--- config.mk ---
export PLATFORM = sky130hd
export DESIGN_NAME = bcr_sequencer
export DESIGN_NICKNAME = d
export VERILOG_FILES = /design/src/core/bcr_sequencer.v
export VERILOG_INCLUDE_DIRS = /design/src /design/src/include
export SDC_FILE = /design/constraint.sdc
export NUM_CORES = 1
export LEC_CHECK = 0
export BUFFER_PORTS_ARGS = -buffer_cell sky130_fd_sc_hd__buf_2
export CAP_MARGIN = 5
export CELL_PAD_IN_SITES_DETAIL_PLACEMENT = 0
export CELL_PAD_IN_SITES_GLOBAL_PLACEMENT = 2
export CORE_ASPECT_RATIO = 0.7
export CORE_UTILIZATION = 36
export DETAILED_ROUTE_END_ITERATION = 8
export PLACE_DENSITY_LB_ADDON = 0.1
export SYNTH_ARGS = -nofsm -noshare
export SYNTH_HDL_FRONTEND = slang
export SYNTH_SLANG_ARGS = --single-unit
--- constraint.sdc ---
create_clock -name i_clk_sys -period 4.2 [get_ports i_clk_sys]
set_input_delay 0.21 -clock i_clk_sys [delete_from_list [all_inputs] [get_ports i_clk_sys]]
set_output_delay 0.21 -clock i_clk_sys [all_outputs]
set_load 0.05 [all_outputs]
--- src/include/bcr_consts.vh ---
// Purpose: Constants for the branch, call and return sequencer.
// Assumes: 10-bit instruction words, one 40 MHz core clock.
// Notes: Operation
// Operation
// - In-page branch: low seven bits replace PC low part, page kept.
// - Far branch, two words: page from both words, low from second.
// - Indirect far branch: page from word, low is D[2:0] then A[3:0].
// - Page-two call: push PC, page becomes 2, low from word.
// - Far call, two words: push PC, then load page and low.
// - Indirect far call: push PC, page from word, low from D and A.
// - Interrupt return, one cycle: pop PC, index minus one.
// - Interrupt return restores pointer, carry, skip, no-op, A and B.
// - Plain return, two cycles: pop PC, index minus one.
// - Skip return: pop like plain return, then skip next instruction.
// - Gate-clear instruction clears the global interrupt gate.
// - Gate-set instruction sets the global interrupt gate.
// - Ext0 test: skip next when flag set, then clear flag.
// - Ext1 test: skip next when flag set, then clear flag.
// - Page field six bits wide, covering pages zero to 63.
// - Chained immediate loads: only first runs; no-op status is context.
`ifndef BCR_CONSTS_VH
`define BCR_CONSTS_VH

`define BCR_PAGE_W 6
`define BCR_LOW_W 7
`define BCR_PC_W 13
`define BCR_SP_W 3
`define BCR_STACK_DEPTH 8
`define BCR_SP_RST 3'h7
`define BCR_CALL_PAGE 6'h02
`define BCR_X_W 2
`define BCR_Y_W 4
`define BCR_Z_W 2

// Opcode patterns
`define BCR_OP_B_TOP 3'h3
`define BCR_OP_BM_TOP 3'h2
`define BCR_OP_BL_TOP 5'h07
`define BCR_OP_BML_TOP 5'h06
`define BCR_OP_BLA 10'h010
`define BCR_OP_CALL_FAR_INDIRECT 10'h030
`define BCR_OP_RTI 10'h046
`define BCR_OP_RT 10'h044
`define BCR_OP_RTS 10'h045
`define BCR_OP_DI 10'h004
`define BCR_OP_EI 10'h005
`define BCR_OP_TEST_EXT0_REQUEST 10'h038
`define BCR_OP_TEST_EXT1_REQUEST 10'h039

// Register offsets (byte addresses)
`define BCR_REG_CTRL 8'h00
`define BCR_REG_STATUS 8'h04
`define BCR_REG_IRQ_STAT 8'h08
`define BCR_REG_IRQ_MASK 8'h0c
`define BCR_CTRL_RUN_BIT 0
`define BCR_CTRL_RST 1'h1
`define BCR_ST_SP_LSB 16
`define BCR_ST_GATE_BIT 20
`define BCR_ST_EXT0_BIT 21
`define BCR_ST_EXT1_BIT 22
`define BCR_ST_SKIP_BIT 23
`define BCR_ST_NOP_BIT 24
`define BCR_EV_W 4
`define BCR_EV_EXT0 0
`define BCR_EV_EXT1 1
`define BCR_EV_IRQ_TAKEN 2
`define BCR_EV_RETURN 3
`define BCR_MASK_RST 4'h0

`endif

--- src/core/bcr_sequencer.v ---
// Purpose: Executes branch, call, return and interrupt-gate instructions.
// Assumes: Program memory answers in the same cycle as o_pc; all inputs
//          come from logic on i_clk_sys.
// Notes: Other words are flagged on o_other_exec for the remaining units.
`include "bcr_consts.vh"

module bcr_sequencer (
    input wire i_clk_sys,
    input wire i_sys_rst,
    input wire [9:0] i_rom_data,
    input wire [2:0] i_reg_d_bits,
    input wire [3:0] i_acc,
    input wire i_acc_load_word,
    input wire i_skip_req,
    input wire i_irq_req,
    input wire [`BCR_PC_W-1:0] i_irq_vector,
    input wire i_ext0_event,
    input wire i_ext1_event,
    input wire [`BCR_X_W-1:0] i_ctx_x,
    input wire [`BCR_Y_W-1:0] i_ctx_y,
    input wire [`BCR_Z_W-1:0] i_ctx_z,
    input wire i_ctx_carry,
    input wire [3:0] i_ctx_b,
    input wire i_wb_cyc,
    input wire i_wb_stb,
    input wire i_wb_we,
    input wire [7:0] i_wb_adr,
    input wire [3:0] i_wb_sel,
    input wire [31:0] i_wb_dat,
    output wire [`BCR_PC_W-1:0] o_pc,
    output wire o_other_exec,
    output wire o_acc_load_exec,
    output wire o_irq_ack,
    output wire o_global_irq_gate,
    output wire o_ctx_restore,
    output reg [`BCR_X_W-1:0] o_ctx_x,
    output reg [`BCR_Y_W-1:0] o_ctx_y,
    output reg [`BCR_Z_W-1:0] o_ctx_z,
    output reg o_ctx_carry,
    output reg [3:0] o_ctx_a,
    output reg [3:0] o_ctx_b,
    output reg [31:0] o_wb_dat,
    output wire o_wb_ack,
    output wire o_irq
);

////////////////////////////////////////////////////////////////////////////
localparam [2:0] ST_EXEC = 3'h1;
localparam [2:0] ST_WORD2 = 3'h2;
localparam [2:0] ST_IDLE = 3'h4;

localparam [3:0] K_NONE = 4'h0;
localparam [3:0] K_B = 4'h1;
localparam [3:0] K_BL = 4'h2;
localparam [3:0] K_BLA = 4'h3;
localparam [3:0] K_BM = 4'h4;
localparam [3:0] K_BML = 4'h5;
localparam [3:0] K_CALL_FAR_INDIRECT = 4'h6;
localparam [3:0] K_RTI = 4'h7;
localparam [3:0] K_RT = 4'h8;
localparam [3:0] K_RTS = 4'h9;
localparam [3:0] K_DI = 4'ha;
localparam [3:0] K_EI = 4'hb;
localparam [3:0] K_TEST_EXT0_REQUEST = 4'hc;
localparam [3:0] K_TEST_EXT1_REQUEST = 4'hd;

function [3:0] fn_kind;
    input [9:0] w;
    begin
        if (w[9:7] == `BCR_OP_B_TOP)
            fn_kind = K_B;
        else if (w[9:7] == `BCR_OP_BM_TOP)
            fn_kind = K_BM;
        else if (w[9:5] == `BCR_OP_BL_TOP)
            fn_kind = K_BL;
        else if (w[9:5] == `BCR_OP_BML_TOP)
            fn_kind = K_BML;
        else begin
            case (w)
                `BCR_OP_BLA: fn_kind = K_BLA;
                `BCR_OP_CALL_FAR_INDIRECT: fn_kind = K_CALL_FAR_INDIRECT;
                `BCR_OP_RTI: fn_kind = K_RTI;
                `BCR_OP_RT: fn_kind = K_RT;
                `BCR_OP_RTS: fn_kind = K_RTS;
                `BCR_OP_DI: fn_kind = K_DI;
                `BCR_OP_EI: fn_kind = K_EI;
                `BCR_OP_TEST_EXT0_REQUEST: fn_kind = K_TEST_EXT0_REQUEST;
                `BCR_OP_TEST_EXT1_REQUEST: fn_kind = K_TEST_EXT1_REQUEST;
                default: fn_kind = K_NONE;
            endcase
        end
    end
endfunction

function fn_two_word;
    input [3:0] k;
    begin
        fn_two_word = (k == K_BL) || (k == K_BLA) || (k == K_BML) ||
            (k == K_CALL_FAR_INDIRECT);
    end
endfunction

////////////////////////////////////////////////////////////////////////////
reg [2:0] state_r;
reg [9:0] word1_r;
reg skip2_r;
reg skip_r;
reg lanop_r;
reg [`BCR_PAGE_W-1:0] page_r;
reg [`BCR_LOW_W-1:0] low_r;
reg [`BCR_SP_W-1:0] sp_r;
reg [`BCR_PC_W-1:0] stack_r [0:`BCR_STACK_DEPTH-1];
reg gate_r;
reg ext0_r;
reg ext1_r;
reg sv_skip_r;
reg sv_lanop_r;
reg restore_r;
reg run_r;
reg [`BCR_EV_W-1:0] ev_stat_r;
reg [`BCR_EV_W-1:0] ev_mask_r;
reg ack_r;

wire [3:0] kind = fn_kind(i_rom_data);
wire [3:0] kind1 = fn_kind(word1_r);
wire in_exec = run_r && (state_r == ST_EXEC);
wire in_word2 = run_r && (state_r == ST_WORD2);
wire take_irq = in_exec && gate_r && i_irq_req && !skip_r;
wire la_chain = i_acc_load_word && lanop_r;
wire do_exec = in_exec && !take_irq && !skip_r && !la_chain;
wire do_word2 = in_word2 && !skip2_r;
wire [`BCR_SP_W-1:0] sp_up = sp_r + 1'b1;
wire [`BCR_SP_W-1:0] sp_dn = sp_r - 1'b1;
wire [`BCR_LOW_W-1:0] low_inc = low_r + 1'b1;
wire [`BCR_PC_W-1:0] ret_addr = {page_r, low_inc};
wire [`BCR_PC_W-1:0] top_slot = stack_r[sp_r];
wire [`BCR_LOW_W-1:0] low_ind = {i_reg_d_bits, i_acc};
wire ret_any = do_exec &&
    (kind == K_RTI || kind == K_RT || kind == K_RTS);
wire clr_ext0 = do_exec && kind == K_TEST_EXT0_REQUEST && ext0_r;
wire clr_ext1 = do_exec && kind == K_TEST_EXT1_REQUEST && ext1_r;
wire push_one = do_exec && kind == K_BM;
wire push_two = do_word2 && (kind1 == K_BML || kind1 == K_CALL_FAR_INDIRECT);

assign o_pc = {page_r, low_r};
assign o_other_exec = do_exec && kind == K_NONE;
assign o_acc_load_exec = do_exec && kind == K_NONE && i_acc_load_word;
assign o_irq_ack = take_irq;
assign o_global_irq_gate = gate_r;
assign o_ctx_restore = restore_r;

////////////////////////////////////////////////////////////////////////////
// Program flow
always @(posedge i_clk_sys) begin
    if (i_sys_rst) begin
        state_r <= ST_EXEC;
        word1_r <= 10'h000;
        skip2_r <= 1'b0;
        skip_r <= 1'b0;
        lanop_r <= 1'b0;
        page_r <= {`BCR_PAGE_W{1'b0}};
        low_r <= {`BCR_LOW_W{1'b0}};
        sp_r <= `BCR_SP_RST;
        gate_r <= 1'b0;
        sv_skip_r <= 1'b0;
        sv_lanop_r <= 1'b0;
        restore_r <= 1'b0;
    end else begin
        restore_r <= 1'b0;
        case (state_r)
            ST_EXEC: begin
                if (!run_r) begin
                    state_r <= ST_EXEC;
                end else if (take_irq) begin
                    // Vector taken in place of this word; it reruns later
                    sp_r <= sp_up;
                    page_r <= i_irq_vector[`BCR_PC_W-1:`BCR_LOW_W];
                    low_r <= i_irq_vector[`BCR_LOW_W-1:0];
                    gate_r <= 1'b0;
                    sv_skip_r <= skip_r;
                    sv_lanop_r <= lanop_r;
                end else if (skip_r || la_chain) begin
                    skip_r <= 1'b0;
                    lanop_r <= la_chain;
                    word1_r <= i_rom_data;
                    skip2_r <= 1'b1;
                    low_r <= low_inc;
                    if (fn_two_word(kind))
                        state_r <= ST_WORD2;
                end else begin
                    word1_r <= i_rom_data;
                    skip2_r <= 1'b0;
                    lanop_r <= i_acc_load_word && kind == K_NONE;
                    low_r <= low_inc;
                    case (kind)
                        K_B: low_r <= i_rom_data[6:0];
                        K_BL, K_BLA, K_BML, K_CALL_FAR_INDIRECT:
                            state_r <= ST_WORD2;
                        K_BM: begin
                            sp_r <= sp_up;
                            page_r <= `BCR_CALL_PAGE;
                            low_r <= i_rom_data[6:0];
                        end
                        K_RTI: begin
                            page_r <= top_slot[`BCR_PC_W-1:`BCR_LOW_W];
                            low_r <= top_slot[`BCR_LOW_W-1:0];
                            sp_r <= sp_dn;
                            skip_r <= sv_skip_r;
                            lanop_r <= sv_lanop_r;
                            restore_r <= 1'b1;
                        end
                        K_RT, K_RTS: begin
                            page_r <= top_slot[`BCR_PC_W-1:`BCR_LOW_W];
                            low_r <= top_slot[`BCR_LOW_W-1:0];
                            sp_r <= sp_dn;
                            skip_r <= kind == K_RTS;
                            state_r <= ST_IDLE;
                        end
                        K_DI: gate_r <= 1'b0;
                        K_EI: gate_r <= 1'b1;
                        K_TEST_EXT0_REQUEST: skip_r <= ext0_r;
                        K_TEST_EXT1_REQUEST: skip_r <= ext1_r;
                        default: skip_r <= i_skip_req;
                    endcase
                end
            end
            ST_WORD2: begin
                if (run_r) begin
                    state_r <= ST_EXEC;
                    low_r <= low_inc;
                    if (!skip2_r) begin
                        case (kind1)
                            K_BL, K_BML: begin
                                page_r <= {i_rom_data[7], word1_r[4:0]};
                                low_r <= i_rom_data[6:0];
                            end
                            K_BLA, K_CALL_FAR_INDIRECT: begin
                                page_r <= {i_rom_data[7:6],
                                    i_rom_data[3:0]};
                                low_r <= low_ind;
                            end
                            default: low_r <= low_inc;
                        endcase
                        if (push_two)
                            sp_r <= sp_up;
                    end
                end
            end
            ST_IDLE: begin
                // Second cycle of a return; the fetched word is discarded
                if (run_r)
                    state_r <= ST_EXEC;
            end
            default: state_r <= ST_EXEC;
        endcase
    end
end

////////////////////////////////////////////////////////////////////////////
// Return-address stack; slot written is the one the index moves to
always @(posedge i_clk_sys) begin
    if (take_irq)
        stack_r[sp_up] <= o_pc;
    else if (push_one)
        stack_r[sp_up] <= ret_addr;
    else if (push_two)
        stack_r[sp_up] <= ret_addr;
end

////////////////////////////////////////////////////////////////////////////
// Saved context for the interrupt return
always @(posedge i_clk_sys) begin
    if (i_sys_rst) begin
        o_ctx_x <= {`BCR_X_W{1'b0}};
        o_ctx_y <= {`BCR_Y_W{1'b0}};
        o_ctx_z <= {`BCR_Z_W{1'b0}};
        o_ctx_carry <= 1'b0;
        o_ctx_a <= 4'h0;
        o_ctx_b <= 4'h0;
    end else if (take_irq) begin
        o_ctx_x <= i_ctx_x;
        o_ctx_y <= i_ctx_y;
        o_ctx_z <= i_ctx_z;
        o_ctx_carry <= i_ctx_carry;
        o_ctx_a <= i_acc;
        o_ctx_b <= i_ctx_b;
    end
end

////////////////////////////////////////////////////////////////////////////
// External request flags; a new event beats the test's clear
always @(posedge i_clk_sys) begin
    if (i_sys_rst) begin
        ext0_r <= 1'b0;
        ext1_r <= 1'b0;
    end else begin
        ext0_r <= i_ext0_event | (ext0_r & ~clr_ext0);
        ext1_r <= i_ext1_event | (ext1_r & ~clr_ext1);
    end
end

////////////////////////////////////////////////////////////////////////////
// Wishbone slave, one wait state
wire wb_req = i_wb_cyc && i_wb_stb && !ack_r;
// Writes land at the ack edge, while the master still holds the request
wire wb_wr0 = i_wb_cyc && i_wb_stb && ack_r && i_wb_we && i_wb_sel[0];
wire [`BCR_EV_W-1:0] ev_now;
wire [31:0] status_word;

assign ev_now[`BCR_EV_EXT0] = i_ext0_event;
assign ev_now[`BCR_EV_EXT1] = i_ext1_event;
assign ev_now[`BCR_EV_IRQ_TAKEN] = take_irq;
assign ev_now[`BCR_EV_RETURN] = ret_any;
assign o_wb_ack = ack_r;
assign o_irq = |(ev_stat_r & ev_mask_r);
assign status_word = {7'h00, lanop_r, skip_r, ext1_r, ext0_r, gate_r,
    1'b0, sp_r, 3'h0, o_pc};

always @(posedge i_clk_sys) begin
    if (i_sys_rst) begin
        ack_r <= 1'b0;
        o_wb_dat <= 32'h00000000;
        run_r <= `BCR_CTRL_RST;
        ev_stat_r <= {`BCR_EV_W{1'b0}};
        ev_mask_r <= `BCR_MASK_RST;
    end else begin
        ack_r <= wb_req;
        // Set wins over a simultaneous write-one clear
        if (wb_wr0 && i_wb_adr == `BCR_REG_IRQ_STAT)
            ev_stat_r <= ev_now | (ev_stat_r & ~i_wb_dat[`BCR_EV_W-1:0]);
        else
            ev_stat_r <= ev_now | ev_stat_r;
        if (wb_wr0 && i_wb_adr == `BCR_REG_IRQ_MASK)
            ev_mask_r <= i_wb_dat[`BCR_EV_W-1:0];
        if (wb_wr0 && i_wb_adr == `BCR_REG_CTRL)
            run_r <= i_wb_dat[`BCR_CTRL_RUN_BIT];
        if (wb_req && !i_wb_we) begin
            case (i_wb_adr)
                `BCR_REG_CTRL: o_wb_dat <= {31'h00000000, run_r};
                `BCR_REG_STATUS: o_wb_dat <= status_word;
                `BCR_REG_IRQ_STAT: o_wb_dat <= {28'h0000000, ev_stat_r};
                `BCR_REG_IRQ_MASK: o_wb_dat <= {28'h0000000, ev_mask_r};
                default: o_wb_dat <= 32'h00000000;
            endcase
        end
    end
end

endmodule

==> impl_metrics.csv <==
group,metric,value,unit
run_status,status,"finished, final reports clean",
detailed_routing,routed_via_density,5.43,
power,power_switching,1.70,mW
die,die-width,188,um
logic_synthesis,syn-cell-area,8730,sq um
detailed_routing,wl_per_cell,21.1,um
sta,final_max_slew_viol_count,0,
worst_setup_path,crit_path_max_fanout,13,
worst_setup_path,cp_slowest_stage_delay,0.50,ns
sta,slew_headroom,27.8,%
die,dieArea,24900,sq um
cts,clk_latency,0.44,ns
logic_synthesis,synth_edf_count,104,
detailed_routing,drtIter0Drc,500,
sta,fin_skew,0.0105,ns
sta,tns,0,ns
cts,post-cts-setup-buffers,0,
cts,cts.sinks,193,
placed_design,postPlaceCellArea,9550,sq um
logic_synthesis,syn_area_per_cell,11.8,sq um
global_route,grt_pass1_vias,6253,
power,p_leak,3.85,nW
worst_setup_path,reg2reg_to,"stack_r[5][12]",
worst_setup_path,cp.required,4.32,ns
worst_setup_path,critPathLaunchType,"flip-flop",
die,fp.dieH,132,um
worst_hold_path,min_path_type,"in -> reg",
global_route,antenna_found_initial,0,
detailed_routing,drcViolationCount,0,
global_route,grt_pass1_wl,38100,um
power,p_clk_share,32.0,%
power,power,5.40,mW
die,row_count,47,
detailed_routing,dr_total_vias,6466,
sta,min_period,3.05,ns
placed_design,globalplace.congestion,0.856,
worst_setup_path,slowest_stage,"dfxtp_1",
global_route,grt_max_degree,46,
power,seq_power_share,43.3,%
sta,rsz0062_at_grt,"no",
die,ios,166,
placed_design,io_buffers,123,
sta,worst_slew_pin_slew,1.07,ns
power,p_int,3.70,mW
sta,timing.final.crit_share,72.5,%
worst_setup_path,crit_chain,"and4bb_1 > nand2_1 > nor2_1 > a21o_1 > o21ai_0 > nor3_1 > buf_4",
cts,cts-htree-levels,4,
sta,setup_viol,0,
power,p_comb_share,24.7,%
die,initial_core_util,36.8,%
job,maxCapViolations,0,
cts,cts.reportedPaths.clkPinSlew,0.07,ns
cts,clk_path_buf_depth,2,
worst_setup_path,r2r_start,"state_r[0]",
worst_setup_path,rrSetupSlack,1.15,ns
detailed_routing,drt_wl_total,25100,um
final_layout,final_common_cell,"buf_2",
worst_setup_path,path_class,"reg -> reg",
placed_design,dp.cells,1148,
sta,hold-worst-slack,0.0116,ns
global_route,grt_util_all_layers,20.7,%
power,swShare,31.5,%
logic_synthesis,ys_seq_elements,193,
final_layout,syn_to_final_growth,17.8,%
final_layout,final_util,43.4,%
detailed_routing,firstDrtPassIters,6,
worst_setup_path,critPathArrivalTime,3.17,ns
final_layout,drive_gt1_share,26.5,%
cts,cts_tree,"yes",
worst_hold_path,holdPathEnd,"ev_stat_r[0]",
worst_setup_path,reg2reg_depth,7,
logic_synthesis,synth_cell_type_count,81,
placed_design,preCtsSetupSlack,1.18,ns
die,core_area,23700,sq um
final_layout,layout_common_cells,"123 x buf_2, 104 x edfxtp_1, 90 x nand2_1",
detailed_routing,ant_nets,0,
power,max-vdd-ir-drop,0.293,mV
logic_synthesis,synth_ff_type,"edfxtp_1",
worst_hold_path,whs_path_depth,3,
final_layout,final_cells,1191,
logic_synthesis,postSynth.asyncResetShare,0,%
cts,clock_tree.root_cell,"clkbuf_16",
logic_synthesis,yosysWarnings,0,
power,powerDensity,526,nW/um^2
sta,worst_slack,1.15,ns
cts,hold_buffers,12,
final_layout,nets,961,
sta,hold_viol,0,
worst_setup_path,endpoint_kind,"flip-flop",
logic_synthesis,synthCells,742,
worst_hold_path,hp-start,"i_ext0_event",
global_route,overflow,0,
final_layout,antenna_cells,0,
sta,fmax,328,MHz
logic_synthesis,ys_seq_area_share,56.2,%
placed_design,dp_hpwl,17600,um
cts,cts_buffers,17,
cts,cts_resized,0,
final_layout,fin_area,10300,sq um
[worst max-delay path, delay by kind of cell (launching register included)]
| family | cells | cell delay, ns |
|---|---|---|
| flip-flops | 1 | 0.50 |
| buffers and inverters | 1 | 0.29 |
| AO/OA/AOI/OAI | 2 | 0.63 |
| AND/OR/NAND/NOR | 4 | 1.28 |
[cell families (layout without fill, tap and decap cells)]
| kind of cell | Yosys count | count (layout) | synth area share [%] |
|---|---|---|---|
| xor gates and xnor gates | 17 | 17 | 1.71 |
| and+or+nand+nor | 244 | 244 | 14.2 |
| buffers and inverters | 71 | 192 | 4.53 |
| other | 1 | 11 | 0.0430 |
| muxes | 52 | 52 | 9.79 |
| adders and majority gates | 3 | 3 | 0.430 |
| DFF | 193 | 193 | 56.2 |
| AOI/OAI and AO/OA | 161 | 161 | 13.1 |
[worst max-delay path by stage]
stage / endpoint / startpoint / slack [ns] / cells past startpoint
6_report: stack_r[5][12] / state_r[0] / 1.15 / 7
5_1_grt: stack_r[5][12] / state_r[0] / 0.91 / 7
4_1_cts: stack_r[5][12] / run_r / 1.16 / 7
3_5_place_dp: stack_r[5][12] / run_r / 1.18 / 7
3_3_place_gp: stack_r[5][11] / state_r[0] / 1.30 / 7
2_1_floorplan: o_acc_load_exec / i_rom_data[6] / 0.53 / 7
[power by group through the flow]
stage / clock, mW / combinational, mW / sequential (mW)
floorplan: 0 / 0.937 / 2.38
global placement: 0 / 1.31 / 2.38
detailed placement: 0 / 1.34 / 2.38
CTS: 1.77 / 1.35 / 2.34
global route: 1.84 / 1.45 / 2.36
finish: 1.73 / 1.34 / 2.34
[registers in the layout (all words and copies together) (netlist names), 2 cells and up, named ones only]
signal / flops
o_wb_dat: 21
ev_mask_r: 4
low_r: 7
o_ctx_y: 4
stack_r: 104
word1_r: 10
state_r: 3
ev_stat_r: 4
sp_r: 3
page_r: 6
o_ctx_z: 2
o_ctx_x: 2
o_ctx_a: 4
o_ctx_b: 4
[layout make-up]
| cell class | instances | area [sq um] |
|---|---|---|
| fill | 2248 | 13400 |
| sequential | 193 | 4900 |
| multi-input combinational | 488 | 3460 |
| timing repair buffer | 151 | 856 |
| clock buffer | 19 | 433 |
| tap | 318 | 398 |
| clock inverter | 12 | 183 |
| inverter | 10 | 42.5 |
[synth_stat cells, drive strengths merged (4+ instances only)]
master | count | area [sq um]
nand4 | 6 | 37.5
mux4 | 25 | 563
inv | 10 | 42.5
nor3b | 6 | 50.1
and2 | 5 | 31.3
nor4 | 4 | 25.0
o21ai | 9 | 45.0
nand2 | 91 | 349
mux2i | 10 | 100
edfxtp | 104 | 3120
a21o | 5 | 37.5
a31oi | 7 | 43.8
mux2 | 17 | 191
nor2 | 58 | 218
a21oi | 49 | 245
o211ai | 5 | 47.5
xor2 | 6 | 52.6
a22o | 5 | 43.8
a32o | 6 | 60.1
nor3 | 23 | 138
nand3 | 14 | 80.1
a211oi | 4 | 35.0
xnor2 | 11 | 96.3
clkbuf | 27 | 101
nand2b | 5 | 31.3
a22oi | 30 | 225
nor2b | 6 | 40.0
o221ai | 4 | 35.0
buf | 34 | 252
dfxtp | 89 | 1780
a211o | 4 | 35.0
a221oi | 10 | 87.6
[routing by layer]
metal	wire length (um)	share of wire (%)	GRT usage, %
met5	0	0	0
met4	302	1.2	5.28
met3	1700	6.8	4.98
met2	10200	41	28.6
met1	12900	51	32.1
No activity file was read; power rests on OpenSTA's default activity.
